**src/pkg/plc1_pkg.sv**
```systemverilog
package plc1_pkg;

   // Register location and layout
   localparam logic [4:0] PLC1_CTRL_ONE_ADDR = 5'h1B;
   localparam logic [15:0] PLC1_CTRL_ONE_RST = 16'h0001;
   // Bits 9:8 are read-only zero, everything else is stored
   localparam logic [15:0] PLC1_CTRL_ONE_WMASK = 16'hFCFF;
   localparam int PLC1_EXT_BIT = 10;
   localparam int PLC1_HOLD_LSB = 4;
   localparam int PLC1_HOLD_W = 4;
   localparam int PLC1_SEL_LSB = 2;
   localparam int PLC1_OE_N_BIT = 1;
   localparam int PLC1_STR_EN_BIT = 0;

   // Stretch lengths in milliseconds
   localparam logic [1:0] PLC1_SEL_CUSTOM = 2'h3;
   localparam logic [6:0] PLC1_STR_MS_32 = 7'h20;
   localparam logic [6:0] PLC1_STR_MS_64 = 7'h40;
   localparam logic [6:0] PLC1_STR_MS_102 = 7'h66;

   // Timing
   localparam int PLC1_CLK_HZ = 25000000;
   localparam int PLC1_MS_PER_S = 1000;
   localparam int PLC1_MS_CYCLES = PLC1_CLK_HZ / PLC1_MS_PER_S;
   localparam int PLC1_PAT_UNIT_MS = 8;
   localparam logic [2:0] PLC1_PAT_LAST = 3'h7;

   // Function codes (extended bit on top)
   localparam logic [4:0] PLC1_F_ON10_BL100 = 5'h1F;
   localparam logic [4:0] PLC1_F_ON10 = 5'h1E;
   localparam logic [4:0] PLC1_F_ON100_BL10 = 5'h1D;
   localparam logic [4:0] PLC1_F_ON100 = 5'h1C;
   localparam logic [4:0] PLC1_F_BL10 = 5'h1B;
   localparam logic [4:0] PLC1_F_BLTX = 5'h1A;
   localparam logic [4:0] PLC1_F_BLACT = 5'h19;
   localparam logic [4:0] PLC1_F_100_ACT = 5'h13;
   localparam logic [4:0] PLC1_F_10_ACT = 5'h12;
   localparam logic [4:0] PLC1_F_LINK = 5'h10;
   localparam logic [4:0] PLC1_F_OFF = 5'h0F;
   localparam logic [4:0] PLC1_F_ON = 5'h0E;
   localparam logic [4:0] PLC1_F_BLINK = 5'h0D;
   localparam logic [4:0] PLC1_F_FD_COL = 5'h0C;
   localparam logic [4:0] PLC1_F_LINK_RX = 5'h0B;
   localparam logic [4:0] PLC1_F_LINK_ACT = 5'h0A;
   localparam logic [4:0] PLC1_F_COL = 5'h09;
   localparam logic [4:0] PLC1_F_FD = 5'h08;
   localparam logic [4:0] PLC1_F_ACT = 5'h07;
   localparam logic [4:0] PLC1_F_RX = 5'h06;

   typedef struct packed {
      logic col;
      logic rx;
      logic tx;
   } plc1_act_t;

   typedef struct packed {
      logic link_up;
      logic speed_100;
      logic full_duplex;
   } plc1_link_t;

   typedef enum logic {
      PLC1_BL_SHIFT = 1'b0,
      PLC1_BL_HOLD = 1'b1
   } plc1_blink_t;

endpackage : plc1_pkg

```
**src/hdl/plc1_indicator_ctrl.sv**
```systemverilog
// Summary of operation
// - 16-bit control register, resets to 0x0001
// - bit 10 selects extended function set
// - five-bit function code picks one of 32
// - last pattern bit held one tick plus tick times multiplier
// - default blink half second on, half off
// - stretch select gives 32, 64, 102 ms
// - select 11 uses custom six-bit length
// - bit 1 high disables indicator outputs
// - bit 0 stretches tx, rx, collision pulses
`timescale 1ns/100ps
`default_nettype none

module plc1_indicator_ctrl
   import plc1_pkg::*;
#(
   parameter int MS_CYCLES = PLC1_MS_CYCLES,
   parameter int PAT_UNIT_MS = PLC1_PAT_UNIT_MS,
   parameter bit PIN_ACTIVE = 1'b1
) (
   // Clock and reset
   input wire logic clk_i,
   input wire logic rst_i,
   // Management register port
   input wire logic [4:0] reg_addr_i,
   input wire logic reg_wr_i,
   input wire logic reg_rd_i,
   input wire logic [15:0] reg_wdata_i,
   output logic [15:0] reg_rdata_o,
   // Fields held in neighbouring registers
   input wire logic [3:0] indicator_function_low_bits_i,
   input wire logic [5:0] stretch_length_custom_i,
   input wire logic [7:0] blink_pattern_bits_i,
   input wire logic [5:0] pattern_tick_length_i,
   // Link state and raw activity
   input wire plc1_link_t link_i,
   input wire plc1_act_t act_i,
   // Indicator pin
   output logic indicator_pin_zero_o,
   output logic indicator_pin_zero_oe_o
);

   logic [15:0] ctrl_q;
   logic ext_sel;
   logic [3:0] hold_mult;
   logic [1:0] str_sel;
   logic oe_n;
   logic str_en;
   logic [4:0] func_code;
   logic [6:0] str_len;
   logic [$clog2(MS_CYCLES)-1:0] ms_cnt_q;
   logic ms_tick;
   logic [$clog2(PAT_UNIT_MS+1)-1:0] unit_cnt_q;
   logic unit_tick;
   logic [5:0] tick_cnt_q;
   logic pat_tick;
   plc1_blink_t bl_state_q;
   logic [2:0] bit_idx_q;
   logic [3:0] hold_cnt_q;
   logic blink_q;
   logic [6:0] str_cnt_q [3];
   plc1_act_t act_q;
   plc1_act_t act_s;
   logic lit;
   logic sel_hit;

   assign sel_hit = (reg_addr_i == PLC1_CTRL_ONE_ADDR);
   assign ext_sel = ctrl_q[PLC1_EXT_BIT];
   assign hold_mult = ctrl_q[PLC1_HOLD_LSB +: PLC1_HOLD_W];
   assign str_sel = ctrl_q[PLC1_SEL_LSB +: 2];
   assign oe_n = ctrl_q[PLC1_OE_N_BIT];
   assign str_en = ctrl_q[PLC1_STR_EN_BIT];

   // Register write; read-only bits never store
   always_ff @(posedge clk_i or posedge rst_i) begin
      if (rst_i) begin
         ctrl_q <= PLC1_CTRL_ONE_RST;
      end else if (reg_wr_i && sel_hit) begin
         ctrl_q <= reg_wdata_i & PLC1_CTRL_ONE_WMASK;
      end
   end

   // Read data registered; other addresses answer zero
   always_ff @(posedge clk_i or posedge rst_i) begin
      if (rst_i) begin
         reg_rdata_o <= 16'h0000;
      end else if (reg_rd_i) begin
         reg_rdata_o <= sel_hit ? ctrl_q : 16'h0000;
      end
   end

   assign func_code = {ext_sel, indicator_function_low_bits_i};

   // Stretch length in ms
   always_comb begin
      unique case (str_sel)
         2'h0: str_len = PLC1_STR_MS_32;
         2'h1: str_len = PLC1_STR_MS_64;
         2'h2: str_len = PLC1_STR_MS_102;
         PLC1_SEL_CUSTOM: str_len = {1'b0, stretch_length_custom_i};
      endcase
   end

   // Millisecond enable shared by stretch and pattern timing
   always_ff @(posedge clk_i or posedge rst_i) begin
      if (rst_i) begin
         ms_cnt_q <= '0;
      end else if (ms_tick) begin
         ms_cnt_q <= '0;
      end else begin
         ms_cnt_q <= ms_cnt_q + 1'b1;
      end
   end
   assign ms_tick = (ms_cnt_q == ($clog2(MS_CYCLES))'(MS_CYCLES - 1));

   always_ff @(posedge clk_i or posedge rst_i) begin
      if (rst_i) begin
         unit_cnt_q <= '0;
      end else if (unit_tick) begin
         unit_cnt_q <= '0;
      end else if (ms_tick) begin
         unit_cnt_q <= unit_cnt_q + 1'b1;
      end
   end
   assign unit_tick = ms_tick &&
      (unit_cnt_q == ($clog2(PAT_UNIT_MS+1))'(PAT_UNIT_MS - 1));

   // Tick length of zero is taken as one unit
   always_ff @(posedge clk_i or posedge rst_i) begin
      if (rst_i) begin
         tick_cnt_q <= '0;
      end else if (pat_tick) begin
         tick_cnt_q <= '0;
      end else if (unit_tick) begin
         tick_cnt_q <= tick_cnt_q + 1'b1;
      end
   end
   assign pat_tick = unit_tick && (tick_cnt_q + 6'h01 >= pattern_tick_length_i);

   // Pattern shifter with hold of the last bit
   always_ff @(posedge clk_i or posedge rst_i) begin
      if (rst_i) begin
         bl_state_q <= PLC1_BL_SHIFT;
         bit_idx_q <= '0;
         hold_cnt_q <= '0;
         blink_q <= 1'b0;
      end else if (pat_tick) begin
         unique case (bl_state_q)
            PLC1_BL_SHIFT: begin
               blink_q <= blink_pattern_bits_i[bit_idx_q];
               bit_idx_q <= bit_idx_q + 1'b1;
               if (bit_idx_q == PLC1_PAT_LAST && hold_mult != 4'h0) begin
                  bl_state_q <= PLC1_BL_HOLD;
                  hold_cnt_q <= hold_mult;
               end
            end
            PLC1_BL_HOLD: begin
               hold_cnt_q <= hold_cnt_q - 1'b1;
               if (hold_cnt_q == 4'h1) begin
                  bl_state_q <= PLC1_BL_SHIFT;
               end
            end
         endcase
      end
   end

   // Per-event stretch counters, reloaded on each raw pulse
   always_ff @(posedge clk_i or posedge rst_i) begin
      if (rst_i) begin
         act_q <= '0;
      end else begin
         act_q <= act_i;
      end
   end

   for (genvar g = 0; g < 3; g++) begin : g_str
      always_ff @(posedge clk_i or posedge rst_i) begin
         if (rst_i) begin
            str_cnt_q[g] <= '0;
         end else if (!str_en) begin
            str_cnt_q[g] <= '0;
         end else if (act_q[g]) begin
            str_cnt_q[g] <= str_len;
         end else if (ms_tick && str_cnt_q[g] != 7'h00) begin
            str_cnt_q[g] <= str_cnt_q[g] - 1'b1;
         end
      end
      assign act_s[g] = act_q[g] || (str_cnt_q[g] != 7'h00);
   end

   // Function decode; reserved and unlisted codes stay dark
   always_comb begin
      logic act;
      logic l10;
      logic l100;
      act = act_s.tx || act_s.rx;
      l10 = link_i.link_up && !link_i.speed_100;
      l100 = link_i.link_up && link_i.speed_100;
      unique case (func_code)
         PLC1_F_ON10_BL100: lit = l10 || (l100 && blink_q);
         PLC1_F_ON10: lit = l10;
         PLC1_F_ON100_BL10: lit = l100 || (l10 && blink_q);
         PLC1_F_ON100: lit = l100;
         PLC1_F_BL10: lit = l10 && blink_q;
         PLC1_F_BLTX: lit = act_s.tx && blink_q;
         PLC1_F_BLACT: lit = act && blink_q;
         PLC1_F_100_ACT: lit = l100 && (!act || blink_q);
         PLC1_F_10_ACT: lit = l10 && (!act || blink_q);
         PLC1_F_LINK: lit = link_i.link_up;
         PLC1_F_OFF: lit = 1'b0;
         PLC1_F_ON: lit = 1'b1;
         PLC1_F_BLINK: lit = blink_q;
         PLC1_F_FD_COL: lit = link_i.link_up && link_i.full_duplex &&
            (!act_s.col || blink_q);
         PLC1_F_LINK_RX: lit = link_i.link_up && (!act_s.rx || blink_q);
         PLC1_F_LINK_ACT: lit = link_i.link_up && (!act || blink_q);
         PLC1_F_COL: lit = act_s.col;
         PLC1_F_FD: lit = link_i.link_up && link_i.full_duplex;
         PLC1_F_ACT: lit = act;
         PLC1_F_RX: lit = act_s.rx;
         default: lit = 1'b0;
      endcase
   end

   // Pin forced inactive while outputs are disabled
   always_ff @(posedge clk_i or posedge rst_i) begin
      if (rst_i) begin
         indicator_pin_zero_o <= ~PIN_ACTIVE;
         indicator_pin_zero_oe_o <= 1'b0;
      end else begin
         indicator_pin_zero_o <= (lit && !oe_n) ? PIN_ACTIVE : ~PIN_ACTIVE;
         indicator_pin_zero_oe_o <= !oe_n;
      end
   end
endmodule : plc1_indicator_ctrl

`default_nettype wire

```
**config.mk**
```make
export PLATFORM = sky130hd
export DESIGN_NAME = plc1_indicator_ctrl
export DESIGN_NICKNAME = d
export VERILOG_FILES = /design/src/pkg/plc1_pkg.sv /design/src/hdl/plc1_indicator_ctrl.sv
export SDC_FILE = /design/constraint.sdc
export NUM_CORES = 1
export LEC_CHECK = 0
export BUFFER_PORTS_ARGS = -buffer_cell sky130_fd_sc_hd__buf_2
export CAP_MARGIN = 0
export CORE_MARGIN = 5
export CORE_UTILIZATION = 26
export DETAILED_ROUTE_END_ITERATION = 10
export HOLD_SLACK_MARGIN = 0.03
export PLACE_DENSITY = 0.42
export RECOVER_POWER = 100
export SYNTH_ARGS = -nofsm -noshare
export SYNTH_HDL_FRONTEND = slang
export SYNTH_SLANG_ARGS = --single-unit
export TNS_END_PERCENT = 5
```
**constraint.sdc**
```tcl
create_clock -name clk_i -period 2.8 [get_ports clk_i]
set_input_delay 0.28 -clock clk_i [delete_from_list [all_inputs] [get_ports clk_i]]
set_output_delay 0.28 -clock clk_i [all_outputs]
set_load 0.005 [all_outputs]
```
# Yosys cells after proc, flatten, opt, wreduce, memory -nomap -nowiden
# Cells that the tools add are included.
# classes
add_sub_neg	8
multipliers	0
div	0
order_cmp	2
n_eq_ne	31
shift	0
n_mux	25
n_bitwise	1
reduce_logical	43
# ops
cell	n
2-to-1 mux 7 bit	9
equality test 5 bit, second input constant	11
equality test 5 x 4 -> 1 bit, second input constant	7
one-hot mux 7 bit (4 select lines)	1
nonzero test 7 bit	3
subtractor 7 x 1 -> 7 bit, second input constant	3
logical AND 1 bit	20
one-hot mux 1 bit (19 select lines)	1
2-to-1 mux 16 bit	1
adder 15 x 1 -> 15 bit, second input constant	1
equality test 15 bit, second input constant	1
2-to-1 mux 15 bit	1
2-to-1 mux 4 bit	3
2-to-1 mux 6 bit	2
equality test 5 x 3 -> 1 bit, second input constant	2
logical OR 1 bit	9
!= test 3 x 1 -> 1 bit, second input constant	3
one-hot mux 4 bit (2 select lines)	1
adder 6 x 1 -> 6 bit, second input constant	1
>= comparator 6 bit	1
logical NOT 1 bit	5
adder 4 x 1 -> 4 bit, second input constant	1
equality test 2 bit, second input constant	2
equality test 4 x 1 -> 1 bit, second input constant	1
15 further kinds	20
# word_totals
ff_bits	90
latch_bits	0
ramBits	0
mem_bits_ro	0
in_bits	55
output_inout_bits	18
n_memories	0

# Depth between registers and ports, before layout
# Gate-level depths: netlist of the first run.
# logic_depth
depth_word	9
ltp_mapped	9
depth_no_buf	8

# Worst setup path after synthesis of the first run
# OpenSTA, ideal clock, no wires.
# synth_path
path_type	register -> register
from	reg tick_cnt_q[0]
to	reg hold_cnt_q[0]
setup_time_ns	0.079
t_arrival_ns	2.272
t_required_ns	2.721
setup_slack_ns	0.449
path_stages_with_launch	9
cell_sequence	dfrtp_1 -> ha_1 -> xor2_1 -> ha_1 -> a2111o_1 -> a41oi_1 -> clkbuf_1 -> or3_4 -> mux2i_1
# synth_between
elab_chain_cells	4
# synth_lines
item	line	text
start: declaration	plc1_indicator_ctrl.sv:55	logic [5:0] tick_cnt_q;
start signal: assignment	plc1_indicator_ctrl.sv:135	tick_cnt_q <= tick_cnt_q + 1'b1;
adder 6 x 1 -> 6 bit	plc1_indicator_ctrl.sv:138	assign pat_tick = unit_tick && (tick_cnt_q + 6'h01 >= pattern_tick_length_i);
>= comparator 6 bit	plc1_indicator_ctrl.sv:138	
logical AND 1 bit	plc1_indicator_ctrl.sv:138	
AND reduction 2 bit (no source line)	--	
end signal: assignment	plc1_indicator_ctrl.sv:154	hold_cnt_q <= hold_mult;
end signal: assignment	plc1_indicator_ctrl.sv:158	hold_cnt_q <= hold_cnt_q - 1'b1;
end: declaration	plc1_indicator_ctrl.sv:59	logic [3:0] hold_cnt_q;
# Every way passes these cells.
# A chain may end at the register's enable or synchronous reset.

# Worst setup path in the final report of the first run
# layout_path
from	reg ms_cnt_q[6]
to	reg bit_idx_q[2]
# layout_between
elab_chain_cells	4
# layout_lines
item	line	text
start: declaration	plc1_indicator_ctrl.sv:51	logic [$clog2(MS_CYCLES)-1:0] ms_cnt_q;
start signal: assignment	plc1_indicator_ctrl.sv:111	ms_cnt_q <= ms_cnt_q + 1'b1;
equality test 15 bit	plc1_indicator_ctrl.sv:114	assign ms_tick = (ms_cnt_q == ($clog2(MS_CYCLES))'(MS_CYCLES - 1));
logical AND 1 bit	plc1_indicator_ctrl.sv:125	assign unit_tick = ms_tick &&
logical AND 1 bit	plc1_indicator_ctrl.sv:138	
AND reduction 2 bit (no source line)	--	
end signal: assignment	plc1_indicator_ctrl.sv:151	bit_idx_q <= bit_idx_q + 1'b1;
end: declaration	plc1_indicator_ctrl.sv:58	logic [2:0] bit_idx_q;
# Every way passes these cells.

==> results of run 1 <==
## registers in the layout (all words and copies together) (netlist names)
signal and count:
bl_state_q 1, indicator_pin_zero_oe_o 1, indicator_pin_zero_o 1, reg_rdata_o 14, blink_q 1, act_q 3
hold_cnt_q 4, unit_cnt_q 4, tick_cnt_q 6, ms_cnt_q 15, bit_idx_q 3, ctrl_q 14
str_cnt_q 21
## final cells by class
| class | count | area, um^2 |
|---|---|---|
| clock inverters | 3 | 42.5 |
| clock buffers | 12 | 246 |
| well taps | 234 | 293 |
| repair buffers | 76 | 403 |
| multi-input cells | 370 | 2520 |
| inverters | 37 | 140 |
| fillers | 1965 | 12900 |
| flip-flops and latches | 88 | 2200 |
## worst paths after layout
check	startpoint	endpoint	cells past startpoint
min in group asynchronous	rst_i	reg_rdata_o[12]	3
max reg2reg	ms_cnt_q[6]	bit_idx_q[2]	5
max in group asynchronous	rst_i	str_cnt_q[6]	4
min reg2reg	ctrl_q[11]	reg_rdata_o[11]	2
max	ms_cnt_q[6]	bit_idx_q[2]	5
min	act_i[2]	act_q[2]	1
## timing repair
action,in CTS,in global routing
hold buffers,2,0
hold endpoints to repair,22,0
endpoints found under the setup margin,0,0
## worst register-to-register path: stages (launching register included)
cell,delay (ns)
dfrtp_1,0.45
or4b_4,0.53
nor4_1,0.56
nand2_4,0.19
nor3_2,0.31
mux2_2,0.37
## where the power goes
group	internal (mW)	leakage, nW	switching [mW]
clock network	0.710	0.139	0.490
registers	1.36	1.14	0.108
logic	0.213	1.43	0.299
total	2.28	2.70	0.897
## kinds of logic after synthesis
logic type	count (synthesis)
and+or+nand+nor	196
AOI/OAI and AO/OA	96
DFF	88
buffers and inverters	61
xor gates and xnor gates	30
muxes	25
adders and majority gates	21
other	1
## cells in the final DEF (no fill, tap or decap), drive strengths merged, types with 4 or more instances in the layout
master  instances
nor4            9
and2            5
nor2           25
nand2          71
clkbuf         25
and3            5
nand3          24
nand4          10
buf            61
xnor2          16
nor2b           5
o21ai          38
a21oi           9
xor2           14
inv            36
a41oi           4
nor3           11
mux2           20
o31ai           5
dfrtp          87
nand2b         14
ha             21
o211a           9
## per-stage QoR
| step | power, mW | utilization (%) | instances |
|---|---|---|---|
| 3_3_place_gp | 2.01 | 29.8 | 803 |
| 6_report | 3.18 | 31.1 | 820 |
| 2_1_floorplan | 1.83 | - | 519 |
| 4_1_cts | 3.25 | 31.4 | 820 |
| 3_5_place_dp | 2.01 | 29.8 | 803 |
| 5_1_grt | 3.38 | 31.1 | 820 |
## per-layer routing
layer	wire length, um	up-vias	share of wire [%]
li1	-	1954	-
met4	181	0	1.5
met5	0	-	0
met1	5830	1916	48
met3	431	11	3.6
met2	5640	63	47
==> impl_table.tex, run 1 <==
\begin{tabular}{lr}
\hline
Metric & Value \\
\hline
\multicolumn{2}{l}{\textbf{Placement}} \\
\quad Worst slack at placement & 0.380 ns \\
\quad Detail Placement HPWL & 8700 um \\
\quad Final Wtd Congestion & slightly above 0.8 \\
\quad Total placed instance area & about 5600 um\^{}2 \\
\quad Buffers added on ports & 68 \\
\multicolumn{2}{l}{\textbf{Synthesis}} \\
\quad Multiplexer fraction of the synthesized cell area & roughly 6.0\% \\
\quad Cell accounting for the most synthesized area & dfrtp\_1 \\
\quad Distinct cells, synth & a little over 70 \\
\quad Synthesized-area fraction occupied by ao, oa, aoi and oai cells & between 10\% and 20\% \\
\quad Cell types with the highest counts after synthesis & dfrtp\_1, nand2\_1, inv\_1, o21ai\_0, nor2\_1 \\
\quad Post-Synthesis Cells & roughly 520 \\
\quad Fraction of synthesized cell area in xor and xnor cells & roughly 5.3\% \\
\quad Register area share after synthesis & 44.2\% \\
\quad Ys async rst share & 100\% \\
\quad Top-count cell post-synth & dfrtp\_1 \\
\quad Biggest area contributors in the synthesized netlist & dfrtp\_1, ha\_1, nand2\_1 \\
\quad Portion of synthesized cell area occupied by the leading cell type & between 40\% and 50\% \\
\quad Adder and majority cell fraction of the synthesized area & under 10\% \\
\quad Most used flip-flop cell after synthesis & dfrtp\_1 \\
\quad Dominant combinational cell family by area after synthesis & simple AND/OR/NAND/NOR gates \\
\quad Number of synthesized register bits & approximately 90 \\
\quad Mean instance size in the synthesized netlist & between 9 and 10 um\^{}2 \\
\quad Fraction of the mapped netlist area in simple logic gates & approximately 21\% \\
\quad Post-synthesis instance area & between 4000 and 5000 um\^{}2 \\
\quad Synthesis Warnings & 0 \\
\quad Number of flops mapped to enable cells by yosys & 0 \\
\multicolumn{2}{l}{\textbf{Clock tree}} \\
\quad H-tree depth reported by CTS & 3 \\
\quad Clock Sinks & between 80 and 90 \\
\quad PostCTS Resize Cnt & 0 \\
\quad Maximum clock insertion buffer count & 2 \\
\quad Clk slew on worst S/H paths & 0.06 ns \\
\quad Number of buffers inserted during clock tree synthesis & 9 \\
\quad Insertion delay to the later sink of the worst-skew pair & between 0.3 and 0.4 ns \\
\quad Post-CTS repair timing setup buffer count & 0 \\
\quad Clock root buffer master & clkbuf\_16 \\
\quad TritonCTS clock tree & yes \\
\multicolumn{2}{l}{\textbf{Floorplanning}} \\
\quad Width of the die & between 100 and 150 um \\
\quad Height of the die & around 150 um \\
\quad Initial standard-cell utilization of the core & a little over a quarter \\
\quad Number of primary I/O pins & 73 \\
\quad Overall die area & $\sim$22000 um\^{}2 \\
\quad Placeable Area & between 15000 and 20000 um\^{}2 \\
\quad Cell row count & 50 \\
\multicolumn{2}{l}{\textbf{Worst setup path}} \\
\quad Required arrival time at the worst endpoint & roughly 3.0 ns \\
\quad Reg2reg setup slack & between 0.2 and 0.3 ns \\
\quad Category of cells accounting for the largest share of critical-path delay & simple AND/OR/NAND/NOR gates \\
\quad Peak per-stage delay on the critical path & about 0.56 ns \\
\quad Worst Setup Path Type & register to register \\
\quad Crit path DAT & about 2.7 ns \\
\quad Count of buffer and inverter cells on the critical path & 0 \\
\quad CP Capture Type & register \\
\quad Series of cell instances along the critical path & or4b\_4 > nor4\_1 > nand2\_4 > nor3\_2 > mux2\_2 \\
\quad Worst-path fanout max & 9 \\
\quad Slowest cell on the critical path & nor4\_1 \\
\quad CP startpoint kind & register \\
\multicolumn{2}{l}{\textbf{Routing}} \\
\quad Per-cell via count in the routed design & just under 5 \\
\quad First-pass iteration count of the detailed router & 4 \\
\quad First-iteration detailed-routing DRC count & a little over 200 \\
\quad Routed Wire Length & 12100 um \\
\quad Post-detailed-route DRC marker count & 0 \\
\quad Routed wire per std cell & around 15 um \\
\quad Vias & about 4000 \\
\quad Antenna-violating nets left & 0 \\
\multicolumn{2}{l}{\textbf{Global routing}} \\
\quad M2 GR Usage & a little under a fifth \\
\quad Met3 Resource Use GR & 2.32\% \\
\quad First-pass GRT wire length & a little over 20000 um \\
\quad Total track usage & a little under an eighth \\
\quad Global-route congestion overflow total & 0 \\
\quad Pin count of the biggest net entering global routing & between 60 and 70 \\
\quad Busiest layer in global routing & met2 \\
\quad Number of global-route vias before repair & $\sim$4000 \\
\quad Initial antenna violation count & 0 \\
\quad Met1 Resource Use GR & $\sim$15\% \\
\multicolumn{2}{l}{\textbf{STA}} \\
\quad Endpoints failing hold & 0 \\
\quad Max Clock Freq & just under 400 MHz \\
\quad Post-route minimum period & 2.51 ns \\
\quad Final worst-path setup slack & between 0.2 and 0.3 ns \\
\quad Fin Setup TNS & 0 ns \\
\quad RSZ-0062 raised after global routing & false \\
\quad Worst setup skew after layout & around 0.012 ns \\
\quad Transition time of the tightest slew-check pin & $\sim$1.1 ns \\
\quad Worst slew slack as a fraction of its limit & just under 30\% \\
\quad Final setup vio count & 0 \\
\quad Final slew viol count & 0 \\
\quad Final worst path period share & around nine tenths \\
\quad Min Hold Slack & roughly 0.052 ns \\
\multicolumn{2}{l}{\textbf{Finish}} \\
\quad Layout Cell Area excl Fill & a little under 6000 um\^{}2 \\
\quad Layout Area Growth over Synthesis & 17.4\% \\
\quad Nets & roughly 660 \\
\quad Share of post-route cells with drive strength above 1 & $\sim$18\% \\
\quad Diode insertion count for antenna repair & 0 \\
\multicolumn{2}{l}{\textbf{Power}} \\
\quad P\_leak & between 2 and 3 nW \\
\quad Pwr dens & about 540 nW/um\^{}2 \\
\quad Max rail drop VDD & $\sim$0.27 mV \\
\multicolumn{2}{l}{\textbf{Status}} \\
\quad Status & finished clean \\
\multicolumn{2}{l}{\textbf{Worst hold path}} \\
\quad Worst Hold Class & input port to register \\
\multicolumn{2}{l}{\textbf{Job}} \\
\quad Max-capacitance violation count & 0 \\
\hline
\end{tabular}
Note: power is estimated with default switching activity, not from simulation.
==> inputs of run 2 (changes only) <==
- CORE_UTILIZATION: 26 -> 45
- PLACE_DENSITY: 0.42 -> 0.64
==> run 2 against run 1 <==
Against the previous run: sequential cell count stayed put; first-iteration DRC count is 7.8% higher; worst setup slack worse by 0.014 ns; count of clock-buffer cells in the layout is 2 lower; register-to-register slack hardly changed; fmax is 0.56% lower; die area is 40% lower; design area is 3.2% lower; critical path type unchanged; critical endpoint is now bit_idx_q[1].
==> impl_table.tex, run 2 (synthesis gave the netlist of run 1 again) <==
\begin{tabular}{lr}
\hline
Metric & Value \\
\hline
\multicolumn{2}{l}{\textbf{Status}} \\
\quad Status & finished clean \\
\multicolumn{2}{l}{\textbf{Floorplanning}} \\
\quad Number of primary I/O pins & between 70 and 80 \\
\quad Width of the die & 115 um \\
\quad Overall die area & approximately 13000 um\^{}2 \\
\quad Initial standard-cell utilization of the core & a little under half \\
\quad Placeable Area & 10800 um\^{}2 \\
\quad Height of the die & $\sim$120 um \\
\quad Cell row count & 38 \\
\multicolumn{2}{l}{\textbf{Clock tree}} \\
\quad Clock Sinks & between 80 and 90 \\
\quad Clock root buffer master & clkbuf\_8 \\
\quad Number of buffers inserted during clock tree synthesis & 9 \\
\quad TritonCTS clock tree & yes \\
\quad Insertion delay to the later sink of the worst-skew pair & between 0.3 and 0.4 ns \\
\quad H-tree depth reported by CTS & 3 \\
\quad Clk slew on worst S/H paths & approximately 0.090 ns \\
\quad Number of hold buffers added after CTS & 4 \\
\quad PostCTS Resize Cnt & 0 \\
\quad Post-CTS repair timing setup buffer count & 0 \\
\quad Maximum clock insertion buffer count & 2 \\
\multicolumn{2}{l}{\textbf{Routing}} \\
\quad Routed wire per std cell & roughly 15 um \\
\quad Antenna-violating nets left & 0 \\
\quad Vias & 3957 \\
\quad First-iteration detailed-routing DRC count & between 200 and 250 \\
\quad Per-cell via count in the routed design & about 5.4 \\
\quad Post-detailed-route DRC marker count & 0 \\
\quad Routed Wire Length & 10800 um \\
\quad First-pass iteration count of the detailed router & 4 \\
\multicolumn{2}{l}{\textbf{Power}} \\
\quad Pwr dens & roughly 510 nW/um\^{}2 \\
\quad P\_leak & 2.69 nW \\
\quad Post-route total power & 2.91 mW \\
\quad Internal cell power & between 2 and 2.5 mW \\
\quad Switching power summed over all nets & roughly 900 uW \\
\quad Switching portion of total power & a little under a third \\
\quad Sequential share of power & between 50\% and 60\% \\
\quad Clock power share & approximately 32\% \\
\quad Combinational group share of total power & $\sim$18\% \\
\quad Max rail drop VDD & a little under 0.3 mV \\
\multicolumn{2}{l}{\textbf{STA}} \\
\quad Fin Setup TNS & 0 ns \\
\quad Final slew viol count & 0 \\
\quad Endpoints failing hold & 0 \\
\quad Max Clock Freq & slightly below 400 MHz \\
\quad Post-route minimum period & approximately 2.5 ns \\
\quad Worst setup skew after layout & about 0.011 ns \\
\quad Final worst-path setup slack & $\sim$0.27 ns \\
\quad Final setup vio count & 0 \\
\quad Worst slew slack as a fraction of its limit & around a fifth \\
\quad Min Hold Slack & $\sim$0.15 ns \\
\quad Transition time of the tightest slew-check pin & 1.19 ns \\
\quad Final worst path period share & between 90\% and 100\% \\
\quad RSZ-0062 raised after global routing & false \\
\multicolumn{2}{l}{\textbf{Worst setup path}} \\
\quad Peak per-stage delay on the critical path & roughly 0.55 ns \\
\quad Worst Setup Path Type & register to register \\
\quad Worst reg2reg endpoint & bit\_idx\_q[1] \\
\quad Worst reg2reg startpoint & ms\_cnt\_q[6] \\
\quad Crit path DAT & between 2 and 3 ns \\
\quad Series of cell instances along the critical path & or4b\_1 > nor4\_1 > nand2\_4 > nor3\_2 > mux2\_2 \\
\quad Worst-path fanout max & 9 \\
\quad Required arrival time at the worst endpoint & 3.05 ns \\
\quad CP Capture Type & register \\
\quad Cell count of the worst reg-to-reg path & 5 \\
\quad Reg2reg setup slack & around 0.27 ns \\
\quad CP startpoint kind & register \\
\quad Slowest cell on the critical path & nor4\_1 \\
\multicolumn{2}{l}{\textbf{Finish}} \\
\quad Diode insertion count for antenna repair & 0 \\
\quad Most frequent cells in the layout & dfrtp\_1, nand2\_1, buf\_2, o21ai\_0, inv\_1 \\
\quad Flip-flop count of the largest register, all copies and words added & 21 \\
\quad Layout Area Growth over Synthesis & 13.6\% \\
\quad Nets & 663 \\
\quad Largest registers & str\_cnt\_q x21, ms\_cnt\_q x15 \\
\quad Final core utilization & roughly 52\% \\
\quad Layout Cell Area excl Fill & 5660 um\^{}2 \\
\quad Reg with most FFs & str\_cnt\_q \\
\quad Share of post-route cells with drive strength above 1 & 18.1\% \\
\quad Fill cells & roughly 1000 \\
\quad Most common cell after layout, fill and taps aside & dfrtp\_1 \\
\quad Number of non-filler instances in the completed layout & $\sim$730 \\
\multicolumn{2}{l}{\textbf{Placement}} \\
\quad Detail Placement HPWL & roughly 7700 um \\
\quad Total placed instance area & $\sim$5500 um\^{}2 \\
\quad Buffers added on ports & a little under 70 \\
\quad Worst slack at placement & roughly 0.35 ns \\
\quad Number of cells after detailed placement & about 710 \\
\quad Final Wtd Congestion & 0.828 \\
\multicolumn{2}{l}{\textbf{Worst hold path}} \\
\quad Min-Delay Startpoint & reg\_wdata\_i[2] \\
\quad Worst Hold Class & input port to register \\
\quad Min-Delay Path Depth & 2 \\
\quad WHS Endpoint & ctrl\_q[2] \\
\multicolumn{2}{l}{\textbf{Job}} \\
\quad Max-capacitance violation count & 0 \\
\multicolumn{2}{l}{\textbf{Global routing}} \\
\quad Pin count of the biggest net entering global routing & 89 \\
\quad First-pass GRT wire length & about 18000 um \\
\quad Number of global-route vias before repair & around 4000 \\
\quad Initial antenna violation count & 0 \\
\quad Global-route congestion overflow total & 0 \\
\quad Total track usage & 17.0\% \\
\hline
\end{tabular}
## run 2: changes by cell type in the layout (fill, tap and decap cells not counted), moves of 2 or more
cell and delta:
clkbuf_16 -9, inv_6 +3, buf_2 +2, clkbuf_8 +9, dlygate4sd3_1 +2
## run 2: area by class of cell
class	count	area (um^2)	area share, %
clock buffers	10	138	2.43
clock inverters	6	72.6	1.28
inverters	37	140	2.48
multi-input cells	370	2510	44.4
flip-flops and latches	88	2200	38.9
well taps	140	175	3.10
repair buffers	81	420	7.43
## run 2: how the worst max path moves through the flow
| stage | cells after the start | start | endpoint |
|---|---|---|---|
| 3_5_place_dp | 9 | tick_cnt_q[0] | bit_idx_q[1] |
| 3_3_place_gp | 9 | tick_cnt_q[0] | bit_idx_q[1] |
| 5_1_grt | 5 | ms_cnt_q[6] | bit_idx_q[2] |
| 6_report | 5 | ms_cnt_q[6] | bit_idx_q[1] |
| 4_1_cts | 9 | tick_cnt_q[0] | bit_idx_q[1] |
| 2_1_floorplan | 1 | rst_i | act_q[0] |
## run 2: layer usage
layer | GRT usage (%) | vias to the layer above | wire (um)
met3 | 3.89 | 14 | 453
met5 | 0 | - | 0
met1 | 22.3 | 1892 | 4970
met2 | 27.7 | 90 | 5140
li1 | - | 1961 | -
met4 | 6.18 | 0 | 209
## run 2: critical path: cells and delay by family (launching register included)
family / cells / cell delay, ns
DFF: 1 / 0.46
muxes: 1 / 0.38
and+or+nand+nor: 4 / 1.57
## run 2: power groups by stage
stage	sequential, mW	combinational, mW	clock (mW)
5_1_grt	1.48	0.578	1.02
2_1_floorplan	1.44	0.387	0
3_5_place_dp	1.49	0.514	0
4_1_cts	1.46	0.523	0.976
3_3_place_gp	1.48	0.500	0
6_report	1.46	0.508	0.935
